### config.mk
export PLATFORM = sky130hd
export DESIGN_NAME = dsc_instr_decode
export DESIGN_NICKNAME = d
export VERILOG_FILES = /design/src/shared/dsc_pkg.sv /design/src/hdl/dsc_dsp_dec.sv /design/src/hdl/dsc_gen_dec.sv /design/src/hdl/dsc_instr_decode.sv
export SDC_FILE = /design/constraint.sdc
export NUM_CORES = 1
export LEC_CHECK = 0
export BUFFER_PORTS_ARGS = -buffer_cell sky130_fd_sc_hd__buf_2
export CORE_ASPECT_RATIO = 0.75
export CORE_MARGIN = 3
export CORE_UTILIZATION = 50
export DETAILED_ROUTE_END_ITERATION = 16
export PLACE_DENSITY = 0.78
export SLEW_MARGIN = 20
export SYNTH_ARGS = -nofsm -noshare
export SYNTH_HDL_FRONTEND = slang
export SYNTH_SLANG_ARGS = --single-unit
### constraint.sdc
create_clock -name i_sys_clk -period 2.08 [get_ports i_sys_clk]
set_input_delay 0.624 -clock i_sys_clk [delete_from_list [all_inputs] [get_ports i_sys_clk]]
set_output_delay 0.624 -clock i_sys_clk [all_outputs]
set_load 0.02 [all_outputs]
### src/shared/dsc_pkg.sv
// Purpose: shared constants and carriers for the instruction decoder
// Assumes: opcode in the top byte of each 24-bit program word
// Notes: opcode values and operand bit positions are local encodings
package dsc_pkg;
  localparam int INSTR_W = 24;
  localparam int OPC_LSB = 16;
  // opcodes, one byte each
  localparam logic [7:0] OPC_NOP = 8'h00;
  localparam logic [7:0] OPC_CALL_LIT = 8'h02;
  localparam logic [7:0] OPC_GOTO_LIT = 8'h04;
  localparam logic [7:0] OPC_DO = 8'h08;
  localparam logic [7:0] OPC_BRA_COMP = 8'h01;
  localparam logic [7:0] OPC_CALL_IND = 8'h03;
  localparam logic [7:0] OPC_GOTO_IND = 8'h05;
  localparam logic [7:0] OPC_RETURN = 8'h06;
  localparam logic [7:0] OPC_RET_INT = 8'h07;
  localparam logic [7:0] OPC_TABLE = 8'h0A;
  localparam logic [7:0] OPC_SKIP = 8'h0C;
  localparam logic [7:0] OPC_MOVD = 8'h0D;
  localparam logic [7:0] OPC_BRA_COND = 8'h30;
  localparam logic [7:0] OPC_BRA = 8'h37;
  // opcode groups (upper nibble) and dsp group (upper five bits)
  localparam logic [3:0] GRP_FILE = 4'h2;
  localparam logic [3:0] GRP_LIT = 4'h4;
  localparam logic [3:0] GRP_BIT = 4'hA;
  localparam logic [4:0] GRP_DSP = 5'h18;
  localparam int DSP_SQ_BIT = 2;
  // operand field positions
  localparam int BYTE_BIT = 15;
  localparam int DEST_BIT = 14;
  localparam int F_LSB = 0;
  localparam int BIT_SELECT_FIELD_LSB = 12;
  localparam int TEN_BIT_LITERAL_LSB = 4;
  localparam int WN_LSB = 0;
  localparam int ACC_BIT = 15;
  localparam int PAIR_LSB = 12;
  localparam int WX_LSB = 8;
  localparam int WXD_LSB = 6;
  localparam int WY_LSB = 2;
  localparam int WYD_LSB = 0;
  localparam int TGT_HI_LSB = 0;
  // limits
  localparam logic [12:0] F_MAX = 13'h1FFF;
  localparam logic [12:0] DBG_RAM_BYTES = 13'h0050;
  localparam logic [9:0] BYTE_LIT_MAX = 10'h0FF;
  // extra instruction cycles beyond the first
  localparam logic [1:0] XC_NONE = 2'h0;
  localparam logic [1:0] XC_ONE = 2'h1;
  localparam logic [1:0] XC_TWO = 2'h2;
  // registers and prefetch codes
  localparam logic [3:0] REG_W0 = 4'h0;
  localparam logic [3:0] REG_W4 = 4'h4;
  localparam logic [3:0] REG_W8 = 4'h8;
  localparam logic [3:0] REG_W9 = 4'h9;
  localparam logic [3:0] REG_W10 = 4'hA;
  localparam logic [3:0] REG_W11 = 4'hB;
  localparam logic [3:0] REG_W12 = 4'hC;
  localparam logic [3:0] REG_W13 = 4'hD;
  localparam logic [3:0] PF_IDX = 4'hE;
  localparam logic [3:0] PF_NONE = 4'hF;
  localparam logic [3:0] PF_PER_REG = 4'h7;
  localparam logic [1:0] AWB_NONE = 2'h0;
  localparam logic [1:0] AWB_DIRECT = 2'h1;
  localparam logic [1:0] AWB_POSTINC = 2'h2;
  localparam logic [1:0] DBG_PAIR1 = 2'h3;
  localparam logic [1:0] DBG_PAIR2 = 2'h2;
  localparam logic [1:0] DBG_PAIR3 = 2'h1;
  typedef struct packed {
    logic en;
    logic [3:0] areg;
    logic idx;
    logic signed [3:0] mod;
  } dsc_pf_t;
  typedef struct packed {
    logic acc_b;
    logic [3:0] mul_a;
    logic [3:0] mul_b;
    dsc_pf_t x_pf;
    logic [3:0] x_dst;
    dsc_pf_t y_pf;
    logic [3:0] y_dst;
    logic awb_en;
    logic awb_postinc;
    logic legal;
  } dsc_dsp_t;
  typedef struct packed {
    logic [12:0] file_addr;
    logic [3:0] dest_reg;
    logic byte_mode;
    logic [3:0] bit_sel;
    logic [9:0] ten_bit_literal;
    logic [3:0] wn;
    logic lit_err;
    logic [22:0] target;
    logic target_err;
  } dsc_gen_t;
endpackage

### src/hdl/dsc_dsp_dec.sv
// Purpose: operand decode for multiply class dsp words
// Assumes: opcode bits 1:0 carry the write-back choice
// Notes: purely combinational; the top registers the result
`timescale 1ns/100ps
module dsc_dsp_dec (
  // word in
  input wire logic [23:0] i_word,
  // decoded operands
  output dsc_pkg::dsc_dsp_t o_dsp
);
  function automatic dsc_pkg::dsc_pf_t pf_dec(input logic [3:0] code, input logic [3:0] ra,
                                               input logic [3:0] rb);
    dsc_pkg::dsc_pf_t p;
    logic [3:0] sub;
    p.en = (code != dsc_pkg::PF_NONE);
    p.idx = (code == dsc_pkg::PF_IDX);
    p.areg = (code < dsc_pkg::PF_PER_REG) ? ra : rb;
    sub = (code < dsc_pkg::PF_PER_REG) ? code : code - dsc_pkg::PF_PER_REG;
    unique case (sub)
      4'h1: p.mod = 4'sh2;
      4'h2: p.mod = 4'sh4;
      4'h3: p.mod = 4'sh6;
      4'h4: p.mod = -4'sh2;
      4'h5: p.mod = -4'sh4;
      4'h6: p.mod = -4'sh6;
      default: p.mod = 4'sh0;
    endcase
    if (!p.en || p.idx) p.mod = 4'sh0;
    return p;
  endfunction
  wire logic square = i_word[dsc_pkg::OPC_LSB + dsc_pkg::DSP_SQ_BIT];
  wire logic [1:0] acc_writeback_dest = i_word[dsc_pkg::OPC_LSB +: 2];
  wire logic [2:0] pair = i_word[dsc_pkg::PAIR_LSB +: 3];
  logic [3:0] ma;
  logic [3:0] mb;
  always_comb begin
    ma = dsc_pkg::REG_W4;
    mb = dsc_pkg::REG_W4;
    if (square) begin
      ma = dsc_pkg::REG_W4 + {2'h0, pair[1:0]};
      mb = ma;
    end else begin
      unique case (pair)
        3'h0: begin ma = 4'h4; mb = 4'h5; end
        3'h1: begin ma = 4'h4; mb = 4'h6; end
        3'h2: begin ma = 4'h4; mb = 4'h7; end
        3'h3: begin ma = 4'h5; mb = 4'h6; end
        3'h4: begin ma = 4'h5; mb = 4'h7; end
        3'h5: begin ma = 4'h6; mb = 4'h7; end
        default: begin ma = 4'h4; mb = 4'h4; end
      endcase
    end
  end
  assign o_dsp.acc_b = i_word[dsc_pkg::ACC_BIT];
  assign o_dsp.mul_a = ma;
  assign o_dsp.mul_b = mb;
  assign o_dsp.x_pf = pf_dec(i_word[dsc_pkg::WX_LSB +: 4], dsc_pkg::REG_W8, dsc_pkg::REG_W9);
  assign o_dsp.y_pf = pf_dec(i_word[dsc_pkg::WY_LSB +: 4], dsc_pkg::REG_W10, dsc_pkg::REG_W11);
  assign o_dsp.x_dst = dsc_pkg::REG_W4 + {2'h0, i_word[dsc_pkg::WXD_LSB +: 2]};
  assign o_dsp.y_dst = dsc_pkg::REG_W4 + {2'h0, i_word[dsc_pkg::WYD_LSB +: 2]};
  assign o_dsp.awb_en = (acc_writeback_dest == dsc_pkg::AWB_DIRECT) || (acc_writeback_dest == dsc_pkg::AWB_POSTINC);
  assign o_dsp.awb_postinc = (acc_writeback_dest == dsc_pkg::AWB_POSTINC);
  assign o_dsp.legal = (square ? !pair[2] : (pair < 3'h6)) && (acc_writeback_dest != 2'h3);
endmodule

### src/hdl/dsc_gen_dec.sv
// Purpose: file, bit, literal and target operand decode
// Assumes: i_word1 holds the first word of a two-word target
// Notes: combinational; range faults are flagged, never corrected
`timescale 1ns/100ps
module dsc_gen_dec (
  // words in
  input wire logic [23:0] i_word1,
  input wire logic [23:0] i_word2,
  // decoded operands
  output dsc_pkg::dsc_gen_t o_gen
);
  wire logic byte_mode = i_word2[dsc_pkg::BYTE_BIT];
  wire logic [9:0] lit = i_word2[dsc_pkg::TEN_BIT_LITERAL_LSB +: 10];
  wire logic [22:0] tgt = {i_word2[dsc_pkg::TGT_HI_LSB +: 7], i_word1[15:0]};
  assign o_gen.file_addr = i_word2[dsc_pkg::F_LSB +: 13] & dsc_pkg::F_MAX;
  assign o_gen.dest_reg = i_word2[dsc_pkg::DEST_BIT] ? dsc_pkg::REG_W0 : 4'hF;
  assign o_gen.byte_mode = byte_mode;
  assign o_gen.bit_sel = i_word2[dsc_pkg::BIT_SELECT_FIELD_LSB +: 4];
  assign o_gen.ten_bit_literal = lit;
  assign o_gen.wn = i_word2[dsc_pkg::WN_LSB +: 4];
  assign o_gen.lit_err = byte_mode && (lit > dsc_pkg::BYTE_LIT_MAX);
  assign o_gen.target = tgt;
  assign o_gen.target_err = tgt[0];
endmodule

### src/hdl/dsc_instr_decode.sv
// Purpose: fetch sequencing, cycle timing and operand decode of the core
// Assumes: one instruction cycle per clock; i_cond_true valid with the word
// Notes: decoded outputs are registered and valid while o_issue is high
// Summary of operation
// - each single word is 24 bits; top 8 bits select the instruction
// - only three instructions span two words, 48 bits in all
// - second word of a two-word instruction has its top 8 bits zero
// - a second word executed alone behaves as a no-operation
// - one cycle normally; true condition or pc change adds a nop cycle
// - branches, indirect call/goto, table ops, returns take two or three cycles
// - taken skip costs two cycles, three when the skipped instruction is two words
// - double moves and every two-word instruction take two cycles
// - debug enabled reserves the lowest 80 ram bytes and two pins
// - debug uses one of three clock/data pairs; the debugger drives clock
// - file ops name an address and a destination of itself or w0
// - file address operand covers 0x0000 to 0x1FFF
// - bit select is a 4-bit field naming bits 0 to 15
// - ten-bit literal limited to 255 in byte mode, 1023 in word mode
// - 23-bit program target literal must have a zero lsb
// - square ops accept only w4*w4, w5*w5, w6*w6, w7*w7
// - multiply ops accept only the six distinct pairs of w4 to w7
// - x prefetch: w8 or w9 plain or +-2,4,6, w9+w12, or none
// - y prefetch: w10 or w11 plain or +-2,4,6, w11+w12, or none
// - x and y prefetch destinations are w4 to w7
// - accumulator write-back goes to w13 or [w13] post-incremented by 2
// - dsp ops name exactly one accumulator, a or b
`timescale 1ns/100ps
module dsc_instr_decode (
  // clock and reset
  input wire logic i_sys_clk,
  input wire logic i_reset_n,
  // program memory side
  input wire logic i_fetch_valid,
  input wire logic [23:0] i_fetch_word,
  output logic o_fetch_ready,
  // condition result from the datapath
  input wire logic i_cond_true,
  // debug configuration
  input wire logic i_debug_en,
  input wire logic [1:0] i_debug_pair_sel,
  // datapath side
  output logic o_issue,
  output logic [7:0] o_opcode,
  output logic o_is_nop,
  output logic o_bubble,
  output dsc_pkg::dsc_dsp_t o_dsp,
  output logic o_dsp_op,
  output dsc_pkg::dsc_gen_t o_gen,
  output logic o_word2_err,
  // debug resources
  output logic o_ram_reserved,
  output logic [2:0] o_debug_pin_sel,
  output logic [2:0] o_debug_clock_pin_oe
);
  typedef enum logic [1:0] {
    ST_EXEC = 2'b00,
    ST_WORD2 = 2'b01,
    ST_STALL = 2'b11,
    ST_SKIP = 2'b10
  } dsc_state_t;

  function automatic logic is_dword(input logic [7:0] opc);
    return (opc == dsc_pkg::OPC_CALL_LIT) || (opc == dsc_pkg::OPC_GOTO_LIT) || (opc == dsc_pkg::OPC_DO);
  endfunction

  function automatic logic [1:0] extra_cycles(input logic [7:0] opc, input logic cond);
    logic [1:0] xc;
    xc = dsc_pkg::XC_NONE;
    unique case (opc)
      dsc_pkg::OPC_BRA, dsc_pkg::OPC_BRA_COMP,
      dsc_pkg::OPC_CALL_IND, dsc_pkg::OPC_GOTO_IND,
      dsc_pkg::OPC_TABLE, dsc_pkg::OPC_MOVD: xc = dsc_pkg::XC_ONE;
      dsc_pkg::OPC_RETURN, dsc_pkg::OPC_RET_INT: xc = dsc_pkg::XC_TWO;
      dsc_pkg::OPC_BRA_COND: xc = cond ? dsc_pkg::XC_ONE : dsc_pkg::XC_NONE;
      default: xc = dsc_pkg::XC_NONE;
    endcase
    return xc;
  endfunction

  dsc_state_t state;
  dsc_state_t next_state;
  logic [1:0] stall_cnt;
  logic [1:0] next_stall_cnt;
  logic discard;
  logic next_discard;
  logic [23:0] first_word;
  logic ready;

  wire logic [7:0] opc = i_fetch_word[dsc_pkg::OPC_LSB +: 8];
  wire logic accept = i_fetch_valid && ready;
  wire logic in_exec = (state == ST_EXEC);
  wire logic in_word2 = (state == ST_WORD2);
  wire logic in_skip = (state == ST_SKIP);
  wire logic in_stall = (state == ST_STALL);
  wire logic dw_now = is_dword(opc);
  wire logic skip_taken = (opc == dsc_pkg::OPC_SKIP) && i_cond_true;
  wire logic [1:0] xc_now = extra_cycles(opc, i_cond_true);
  wire logic is_dsp = (opc[7:3] == dsc_pkg::GRP_DSP);
  wire logic is_file = (opc[7:4] == dsc_pkg::GRP_FILE);
  // a single-word issue, or the completing second word
  wire logic issue_single = accept && in_exec && !dw_now;
  wire logic issue_double = accept && in_word2 && !discard;
  wire logic bubble_now = in_stall || (accept && in_skip) || (accept && in_word2 && discard);
  wire logic [23:0] word1_sel = issue_double ? first_word : i_fetch_word;
  wire logic hi_nonzero = (opc != 8'h00);

  dsc_pkg::dsc_dsp_t dsp_dec;
  dsc_pkg::dsc_gen_t gen_dec;

  dsc_dsp_dec u_dsp_dec (
    .i_word(i_fetch_word),
    .o_dsp(dsp_dec)
  );

  dsc_gen_dec u_gen_dec (
    .i_word1(word1_sel),
    .i_word2(i_fetch_word),
    .o_gen(gen_dec)
  );

  always_comb begin
    next_state = state;
    next_stall_cnt = stall_cnt;
    next_discard = discard;
    unique case (state)
      ST_EXEC: begin
        if (accept) begin
          if (dw_now) begin
            next_state = ST_WORD2;
            next_discard = 1'b0;
          end else if (skip_taken) begin
            next_state = ST_SKIP;
          end else if (xc_now != dsc_pkg::XC_NONE) begin
            next_state = ST_STALL;
            next_stall_cnt = xc_now;
          end
        end
      end
      ST_WORD2: begin
        // second cycle of a two-word op
        if (accept) next_state = ST_EXEC;
      end
      ST_SKIP: begin
        if (accept) begin
          next_state = dw_now ? ST_WORD2 : ST_EXEC;
          next_discard = dw_now;
        end
      end
      ST_STALL: begin
        next_stall_cnt = stall_cnt - 2'h1;
        if (stall_cnt == 2'h1) next_state = ST_EXEC;
      end
    endcase
  end

  always_ff @(posedge i_sys_clk or negedge i_reset_n) begin
    if (!i_reset_n) begin
      state <= ST_EXEC;
      stall_cnt <= 2'h0;
      discard <= 1'b0;
      ready <= 1'b1;
      first_word <= 24'h000000;
    end else begin
      state <= next_state;
      stall_cnt <= next_stall_cnt;
      discard <= next_discard;
      // stalls hold off the program memory
      ready <= (next_state != ST_STALL);
      if (accept && in_exec && dw_now) first_word <= i_fetch_word;
    end
  end

  always_ff @(posedge i_sys_clk or negedge i_reset_n) begin
    if (!i_reset_n) begin
      o_issue <= 1'b0;
      o_opcode <= 8'h00;
      o_is_nop <= 1'b0;
      o_bubble <= 1'b0;
      o_dsp_op <= 1'b0;
      o_word2_err <= 1'b0;
    end else begin
      o_issue <= issue_single || issue_double;
      o_opcode <= issue_double ? first_word[dsc_pkg::OPC_LSB +: 8] : opc;
      // lone second word is a nop
      o_is_nop <= issue_single && (opc == dsc_pkg::OPC_NOP);
      o_bubble <= bubble_now;
      // accumulator select travels with dsp ops
      o_dsp_op <= issue_single && is_dsp;
      // second word must carry a zero opcode
      o_word2_err <= accept && in_word2 && hi_nonzero;
    end
  end

  always_ff @(posedge i_sys_clk or negedge i_reset_n) begin
    if (!i_reset_n) begin
      o_dsp <= '0;
      o_gen <= '0;
    end else if (issue_single || issue_double) begin
      o_dsp <= dsp_dec;
      o_gen <= gen_dec;
    end
  end

  // low ram held for debug
  always_ff @(posedge i_sys_clk or negedge i_reset_n) begin
    if (!i_reset_n) begin
      o_ram_reserved <= 1'b0;
    end else begin
      o_ram_reserved <= i_debug_en && issue_single && is_file && (gen_dec.file_addr < dsc_pkg::DBG_RAM_BYTES);
    end
  end

  // one pair chosen; clock is always an input here
  always_ff @(posedge i_sys_clk or negedge i_reset_n) begin
    if (!i_reset_n) begin
      o_debug_pin_sel <= 3'h0;
      o_debug_clock_pin_oe <= 3'h0;
    end else begin
      o_debug_pin_sel <= !i_debug_en ? 3'h0 :
                         (i_debug_pair_sel == dsc_pkg::DBG_PAIR1) ? 3'h1 :
                         (i_debug_pair_sel == dsc_pkg::DBG_PAIR2) ? 3'h2 :
                         (i_debug_pair_sel == dsc_pkg::DBG_PAIR3) ? 3'h4 : 3'h0;
      o_debug_clock_pin_oe <= 3'h0;
    end
  end

  assign o_fetch_ready = ready;
endmodule

After elaboration in Yosys (flattened, before gate mapping)
Index checks and enable logic that the tools add are counted.
Widths: inputs -> output; s select.
{ "word_totals": {"register_bits": 147, "out_inout_bits": 122, "input_bits": 31} }
{ "op_classes": {"addsub": 6, "n_eq_ne": 53, "n_mux": 40, "order_cmp": 5, "reduce_logical": 44} }
{ "op_table": {"columns": ["op", "n"], "rows": [
  ["$pmux 4 s6", 2],
  ["$eq 8x3->1 const B", 4],
  ["$eq 8x4->1 const B", 4],
  ["$mux 4", 7],
  ["$eq 4x3->1 const B", 6],
  ["$mux 2", 11],
  ["$eq 4x2->1 const B", 5],
  ["$logic_and 1x1->1", 17],
  ["$eq 8x2->1 const B", 2],
  ["$eq 8x6->1 const B", 2],
  ["$mux 16", 1],
  ["$lt 13x7->1 const B", 1],
  ["$add 3x2->4 const A", 3],
  ["$mux 3", 4],
  ["$ne 2x2->1 const B", 6],
  ["$pmux 2 s3", 2],
  ["$eq 2x2->1 const B", 5],
  ["$gt 10x8->1 const B", 1],
  ["$eq 2x1->1 const B", 4],
  ["$eq 4x1->1 const B", 2],
  ["$eq 4x4->1 const B", 2],
  ["$eq 8x1->1 const B", 1],
  ["$logic_not 8->1", 1],
  ["$logic_or 1x1->1", 8],
  ["25 further kinds", 47]
]} }

Longest topological paths before layout
{ "logic_depth": {"ltp_word": 10, "ltp_mapped": 9, "ltp_nobuf": 8} }

Modules after synthesis
From an unflattened synthesis, not the netlist that was laid out.
{ "hier_totals": {"hier_cells": 573, "hier_area_um2": 7512.2} }
{ "modules_own_cells": {"columns": ["module", "instances", "cells_per_inst", "area_each_um2", "seq_area_each_um2"], "rows": [
  ["dsc_instr_decode", 1, 403, 6348.6, 3704.8],
  ["dsc_dsp_dec", 1, 109, 709.4, 0.0],
  ["dsc_gen_dec", 1, 61, 454.2, 0.0]
]} }

Worst setup path before layout
Ideal clock, no wire load.
{ "synth_path": {"kind": "input port to flip-flop", "from": "input i_fetch_word[16]", "to": "register o_gen[52] (netlist bit)", "arrival_ps": 2102, "setup_slack_ps": -147, "stages": 8, "t_required_ps": 1955, "setup_time_ps": 125, "path_cell_list": "inv_1 > ha_1 > mux2i_1 > o21ai_2 > a21oi_2 > nor2_8 > buf_4 > mux2_2"} }
{ "synth_via": {"elab_chain_cells": 6} }
{ "synth_lines": {"columns": ["element", "line", "source"], "rows": [
  ["from (decl)", "dsc_instr_decode.sv:34", "input wire logic [23:0] i_fetch_word,"],
  ["$eq 8x2->1 or $eq 8x3->1 (tied branches)", "dsc_instr_decode.sv:63", "return (opc == dsc_pkg::OPC_CALL_LIT) || (opc == dsc_pkg::OPC_GOTO_LIT) || (opc == dsc_pkg::OPC_DO);"],
  ["$logic_or 1x1->1", "dsc_instr_decode.sv:63", null],
  ["$logic_or 1x1->1 *", "dsc_instr_decode.sv:63", null],
  ["$logic_not 1->1 *", "dsc_instr_decode.sv:101", "wire logic issue_single = accept && in_exec && !dw_now;"],
  ["$logic_and 1x1->1 *", "dsc_instr_decode.sv:101", null],
  ["$logic_or 1x1->1 *", "dsc_instr_decode.sv:198", "end else if (issue_single || issue_double) begin"],
  ["to (signal assigned)", "dsc_instr_decode.sv:200", "o_gen <= gen_dec;"],
  ["to (decl)", "dsc_instr_decode.sv:48", "output dsc_pkg::dsc_gen_t o_gen,"]
]} }
Mark *: on every way between the ends. The rest lies on a longest branch, timed or not.
A chain may end at the register's enable or synchronous reset.

Worst setup path after layout
{ "layout_path": {"from": "input i_fetch_word[17]", "to": "register stall_cnt[0]"} }
{ "layout_via": {"elab_chain_cells": 8} }
{ "layout_lines": {"columns": ["element", "line", "source"], "rows": [
  ["$eq 8x6->1, or another cell as far along", "dsc_instr_decode.sv:69", "unique case (opc)"],
  ["$reduce_or 6->1 or $reduce_or 2->1 (tied branches)", "dsc_instr_decode.sv:69", null],
  ["$pmux 2 s3", "dsc_instr_decode.sv:69", null],
  ["$mux 2", "dsc_instr_decode.sv:133", "end else if (xc_now != dsc_pkg::XC_NONE) begin"],
  ["$mux 2", "dsc_instr_decode.sv:131", "end else if (skip_taken) begin"],
  ["$mux 2", "dsc_instr_decode.sv:128", "if (dw_now) begin"],
  ["$mux 2", "dsc_instr_decode.sv:127", "if (accept) begin"],
  ["$pmux 2 s2", "dsc_instr_decode.sv:125", "unique case (state)"],
  ["to (signal assigned)", "dsc_instr_decode.sv:165", "stall_cnt <= next_stall_cnt;"],
  ["to (decl)", "dsc_instr_decode.sv:82", "logic [1:0] stall_cnt;"]
]} }
Parallel ways exist; a longest one is shown, timed or not. The select of a mux whose other input is x is not followed.

==> results list <==
- Slowest stage cell on the critical path: sky130_fd_sc_hd__a2111oi_4
- Share of flip-flops with an asynchronous set or reset after synthesis: 100%
- Number of enable flip-flop cells after synthesis: 0
- The largest total area in the synthesized netlist belongs to sky130_fd_sc_hd__dfrtp_1.
- In the routed design, unresolved DRC markers number 0.
- Entering global routing, the biggest net connects 59 pins.
* Non-Filler Instances: 785
* Last weighted congestion value of the routability-driven placer: 0.875
- STA classifies the critical path startpoint as an input port.
* Least setup slack across all paths after layout: 0.0126 ns
- # Max-Cap Violations: 0
* Via count of the first global-routing pass: 4,113
- In this run the worst path has a maximum fanout of 5.
- Setup violations remaining at the end of the flow were counted as 0.
- Instance count of the mapped netlist: 529
- Post-synthesis cell type count: 68
- Wire length of the first global-routing pass: 20.8 mm
* Total negative slack for setup checks: 0 ns
- Final max-slew violation count: 0
- STA puts the critical path data arrival time at 2.30 ns.
- Synthesis inferred 101 register bits.
- Hold Buf Count CTS: 0
- TritonCTS clock tree: done
- Once placement completed, the tool counted placed cells totaling 768.
* Cts bufs inserted: 9
- The number of antenna diodes in the final layout is 0.
* Post-Synthesis Mean Instance Area: 9.89 sq um
- Worst slack at placement: -0.324 ns
- Counting cells, the worst reg-to-reg path comes to 5.
- Vias per cell: 5.54
- The share of synthesized area in the top cell type comes to 47.8%.
* GRT Total Usage: 22.7%
* Core footprint: 9930 sq um
- Across the VDD grid, the largest voltage drop is 0.508 mV.
- The clock tree synthesis step divided the H-tree into 3 levels.
* Largest stage delay on the critical path: 0.45 ns
- Summing all multi-input logic gate instances after layout gives 2210 sq um.
- Final critical-path required period: 2.07 ns
- Across all hold checks on the routed design, the worst slack comes to 0.245 ns.
- After layout, the worst path uses 99.4% of the clock period.
* Flop2flop setup slack: 0.24 ns
- In this run the static leakage power is 0.00313 uW.
- For this run, the leading register cell type out of synthesis is sky130_fd_sc_hd__dfrtp_1.
- Dividing total power by cell area gives a power density of 827 nW/um^2.
- The HPWL after detailed placement is 9.49 mm.
- Routed wire length: 13.1 mm
- By startpoint and endpoint, the worst setup path is classified as input port to flip-flop.
- The sequential cells in the finished layout cover a total of 2530 sq um.
- Cell at the root of the clock tree: sky130_fd_sc_hd__clkbuf_16
* Worst flop-to-flop path startpoint: o_fetch_ready
- Static timing analysis puts the maximum clock frequency at 484 MHz.
* Class of the worst hold path: input port to asynchronous set/reset pin
- Counting along the longest clock path gives a buffer depth of 2.
- Measured along the x axis, the die boundary spans 124 um.
- The detail route stage leaves a number of antenna-violating nets equal to 0.
- During synthesis, Yosys emitted a total of 0 warnings.
- Die Ht: 94.6 um
- Initial Util: 52.7%
* Post-synthesis cell area: 5230 sq um
* Overflow after GRT: 0
- Area growth from synthesis to final layout: 21.5%
* Combined buffer and inverter count along the critical path: 3
- The later pin in the worst-skew pair is clocked with a latency of 0.35 ns.
* Reg clk slew, reported paths: 0.07 ns
* Synth area leaders: sky130_fd_sc_hd__dfrtp_1, sky130_fd_sc_hd__buf_4, sky130_fd_sc_hd__mux2_2
- Port Buf Inserts: 140
* Io pins: 153
* Nets@finish: 688
* Number of antenna violations at the first check in global routing: 0
* Number of clock sinks: 101
* Filler cells: 843
* Part of the Yosys area used for sequential elements: 48.3%
- Run status: complete, no violations
- End of the worst register-to-register path: stall_cnt[0]
- Routed length per instance: 16.7 um
- The die covers 11,700 sq um.
* Tot Pwr: 5260 uW
- After the first detailed-routing iteration, the DRC count stood at 251.
- STA classifies the critical path endpoint as a flip-flop.
* Clock tree skew after final layout: 0.00730 ns
- Final hold vios: 0
- Required time at the endpoint of the critical path: 2.31 ns
- The floorplan has 31 rows.
- Cells along the critical path: buf_2 -> clkinvlp_4 -> ha_4 -> buf_4 -> nand3b_1 -> a2111oi_4 -> a31o_1 -> a2111oi_1 -> a311oi_1
- First-pass detailed-route iteration total: 5
- In the final layout, the share of cells above drive strength 1 is 39.7%.
- Total vias in the final route: 4,347
* Crit path max-delay family: compound AO/OA/AOI/OAI gates
-- layer usage --
layer  track usage (%)  share of wire [%]
met1              31.2                 43
met2              36.1                 47
met4              4.47                1.1
met3              6.65                8.5
met5                 0                  0
-- sequential cells by signal, summed over array words and instances (netlist names) --
signal           cells
o_dsp_op             1
o_fetch_ready        1
stall_cnt            2
state                2
o_issue              1
o_bubble             1
discard              1
o_dsp               20
o_ram_reserved       1
o_is_nop             1
first_word          24
o_debug_pin_sel      3
o_gen               34
o_word2_err          1
o_opcode             8
-- cell families (layout without fill, tap and decap cells) --
group | after synthesis | count (layout) | synth area share [%]
other | 1 | 12 | 0.0717
adder cells (fa/ha/maj) | 9 | 9 | 2.15
AO/OA/AOI/OAI | 115 | 115 | 13.6
multiplexers | 37 | 37 | 7.87
XOR/XNOR | 3 | 3 | 0.502
AND/OR/NAND/NOR | 159 | 159 | 15.4
flip-flops | 101 | 101 | 48.3
buffers and inverters | 104 | 217 | 12.1
-- layout make-up --
cell class / instances / share of cell area, %
clock buffer: 9 / 3.54
clock inverter: 7 / 0.787
inverter: 15 / 1.00
multi-input combinational: 335 / 34.7
sequential: 101 / 39.8
tap: 132 / 2.60
timing repair buffer: 186 / 17.6
-- cells in the mapped netlist, types with 2 or more instances --
cell type,instances
sky130_fd_sc_hd__mux2_1,3
sky130_fd_sc_hd__xnor2_1,3
sky130_fd_sc_hd__a31oi_1,3
sky130_fd_sc_hd__a21o_1,2
sky130_fd_sc_hd__o31ai_1,5
sky130_fd_sc_hd__nor2_1,35
sky130_fd_sc_hd__mux2_2,30
sky130_fd_sc_hd__mux2i_1,4
sky130_fd_sc_hd__dfrtp_1,100
sky130_fd_sc_hd__and3b_1,4
sky130_fd_sc_hd__nand4b_1,3
sky130_fd_sc_hd__ha_1,9
sky130_fd_sc_hd__o211ai_1,2
sky130_fd_sc_hd__buf_6,4
sky130_fd_sc_hd__and2_1,4
sky130_fd_sc_hd__a22oi_1,2
sky130_fd_sc_hd__nor3_1,12
sky130_fd_sc_hd__nand4_1,2
sky130_fd_sc_hd__o22ai_1,2
sky130_fd_sc_hd__clkbuf_8,2
sky130_fd_sc_hd__nor4_1,3
sky130_fd_sc_hd__o21ai_0,29
sky130_fd_sc_hd__buf_4,51
sky130_fd_sc_hd__nand2_1,54
sky130_fd_sc_hd__nand3b_1,2
sky130_fd_sc_hd__inv_1,14
sky130_fd_sc_hd__buf_1,3
sky130_fd_sc_hd__nor3b_1,3
sky130_fd_sc_hd__nor2b_1,2
sky130_fd_sc_hd__clkbuf_1,29
sky130_fd_sc_hd__a21oi_1,50
sky130_fd_sc_hd__a41oi_1,2
sky130_fd_sc_hd__nand3_1,21
-- where the power goes --
part | switching [uW] | internal, uW | leakage [uW]
Clock | 767 | 816 | 0.000128
Combinational | 830 | 509 | 0.00174
Sequential | 148 | 2190 | 0.00126
Total | 1740 | 3510 | 0.00313
-- what timing repair did --
| item | CTS | global route |
|---|---|---|
| buffers inserted | 0 | 1 |
| setup endpoints to repair | 0 | 8 |
| resized for setup | 0 | 6 |
-- through the flow --
step                util [%]  cell area [sq um]
global route            64.0               6360
CTS                     63.6               6320
detailed placement      60.9               6040
global placement        60.9               6040
floorplan                  -               5350
finish                  64.0               6360
-- how the worst max path moves through the flow --
stage / cells after the start / to / start
4_1_cts: 8 / stall_cnt[0] / i_fetch_word[17]
3_5_place_dp: 8 / stall_cnt[0] / i_fetch_word[17]
2_1_floorplan: 9 / o_dsp[22] / i_fetch_word[16]
5_1_grt: 9 / stall_cnt[0] / i_fetch_word[17]
3_3_place_gp: 8 / stall_cnt[0] / i_fetch_word[17]
6_report: 9 / stall_cnt[0] / i_fetch_word[17]
-- placed cells by master, fill, tap and decap left out, types with 12 or more instances in the layout --
cell type / netlist / final
sky130_fd_sc_hd__buf_2: 0 / 139
sky130_fd_sc_hd__buf_4: 51 / 40
sky130_fd_sc_hd__nand3_1: 21 / 21
sky130_fd_sc_hd__nor2_1: 35 / 35
sky130_fd_sc_hd__mux2_2: 30 / 26
sky130_fd_sc_hd__conb_1: 1 / 12
sky130_fd_sc_hd__inv_1: 14 / 12
sky130_fd_sc_hd__o21ai_0: 29 / 29
sky130_fd_sc_hd__nor3_1: 12 / 12
sky130_fd_sc_hd__a21oi_1: 50 / 50
sky130_fd_sc_hd__nand2_1: 54 / 54
sky130_fd_sc_hd__dfrtp_1: 100 / 100
Power figures use the tool's default switching activity.
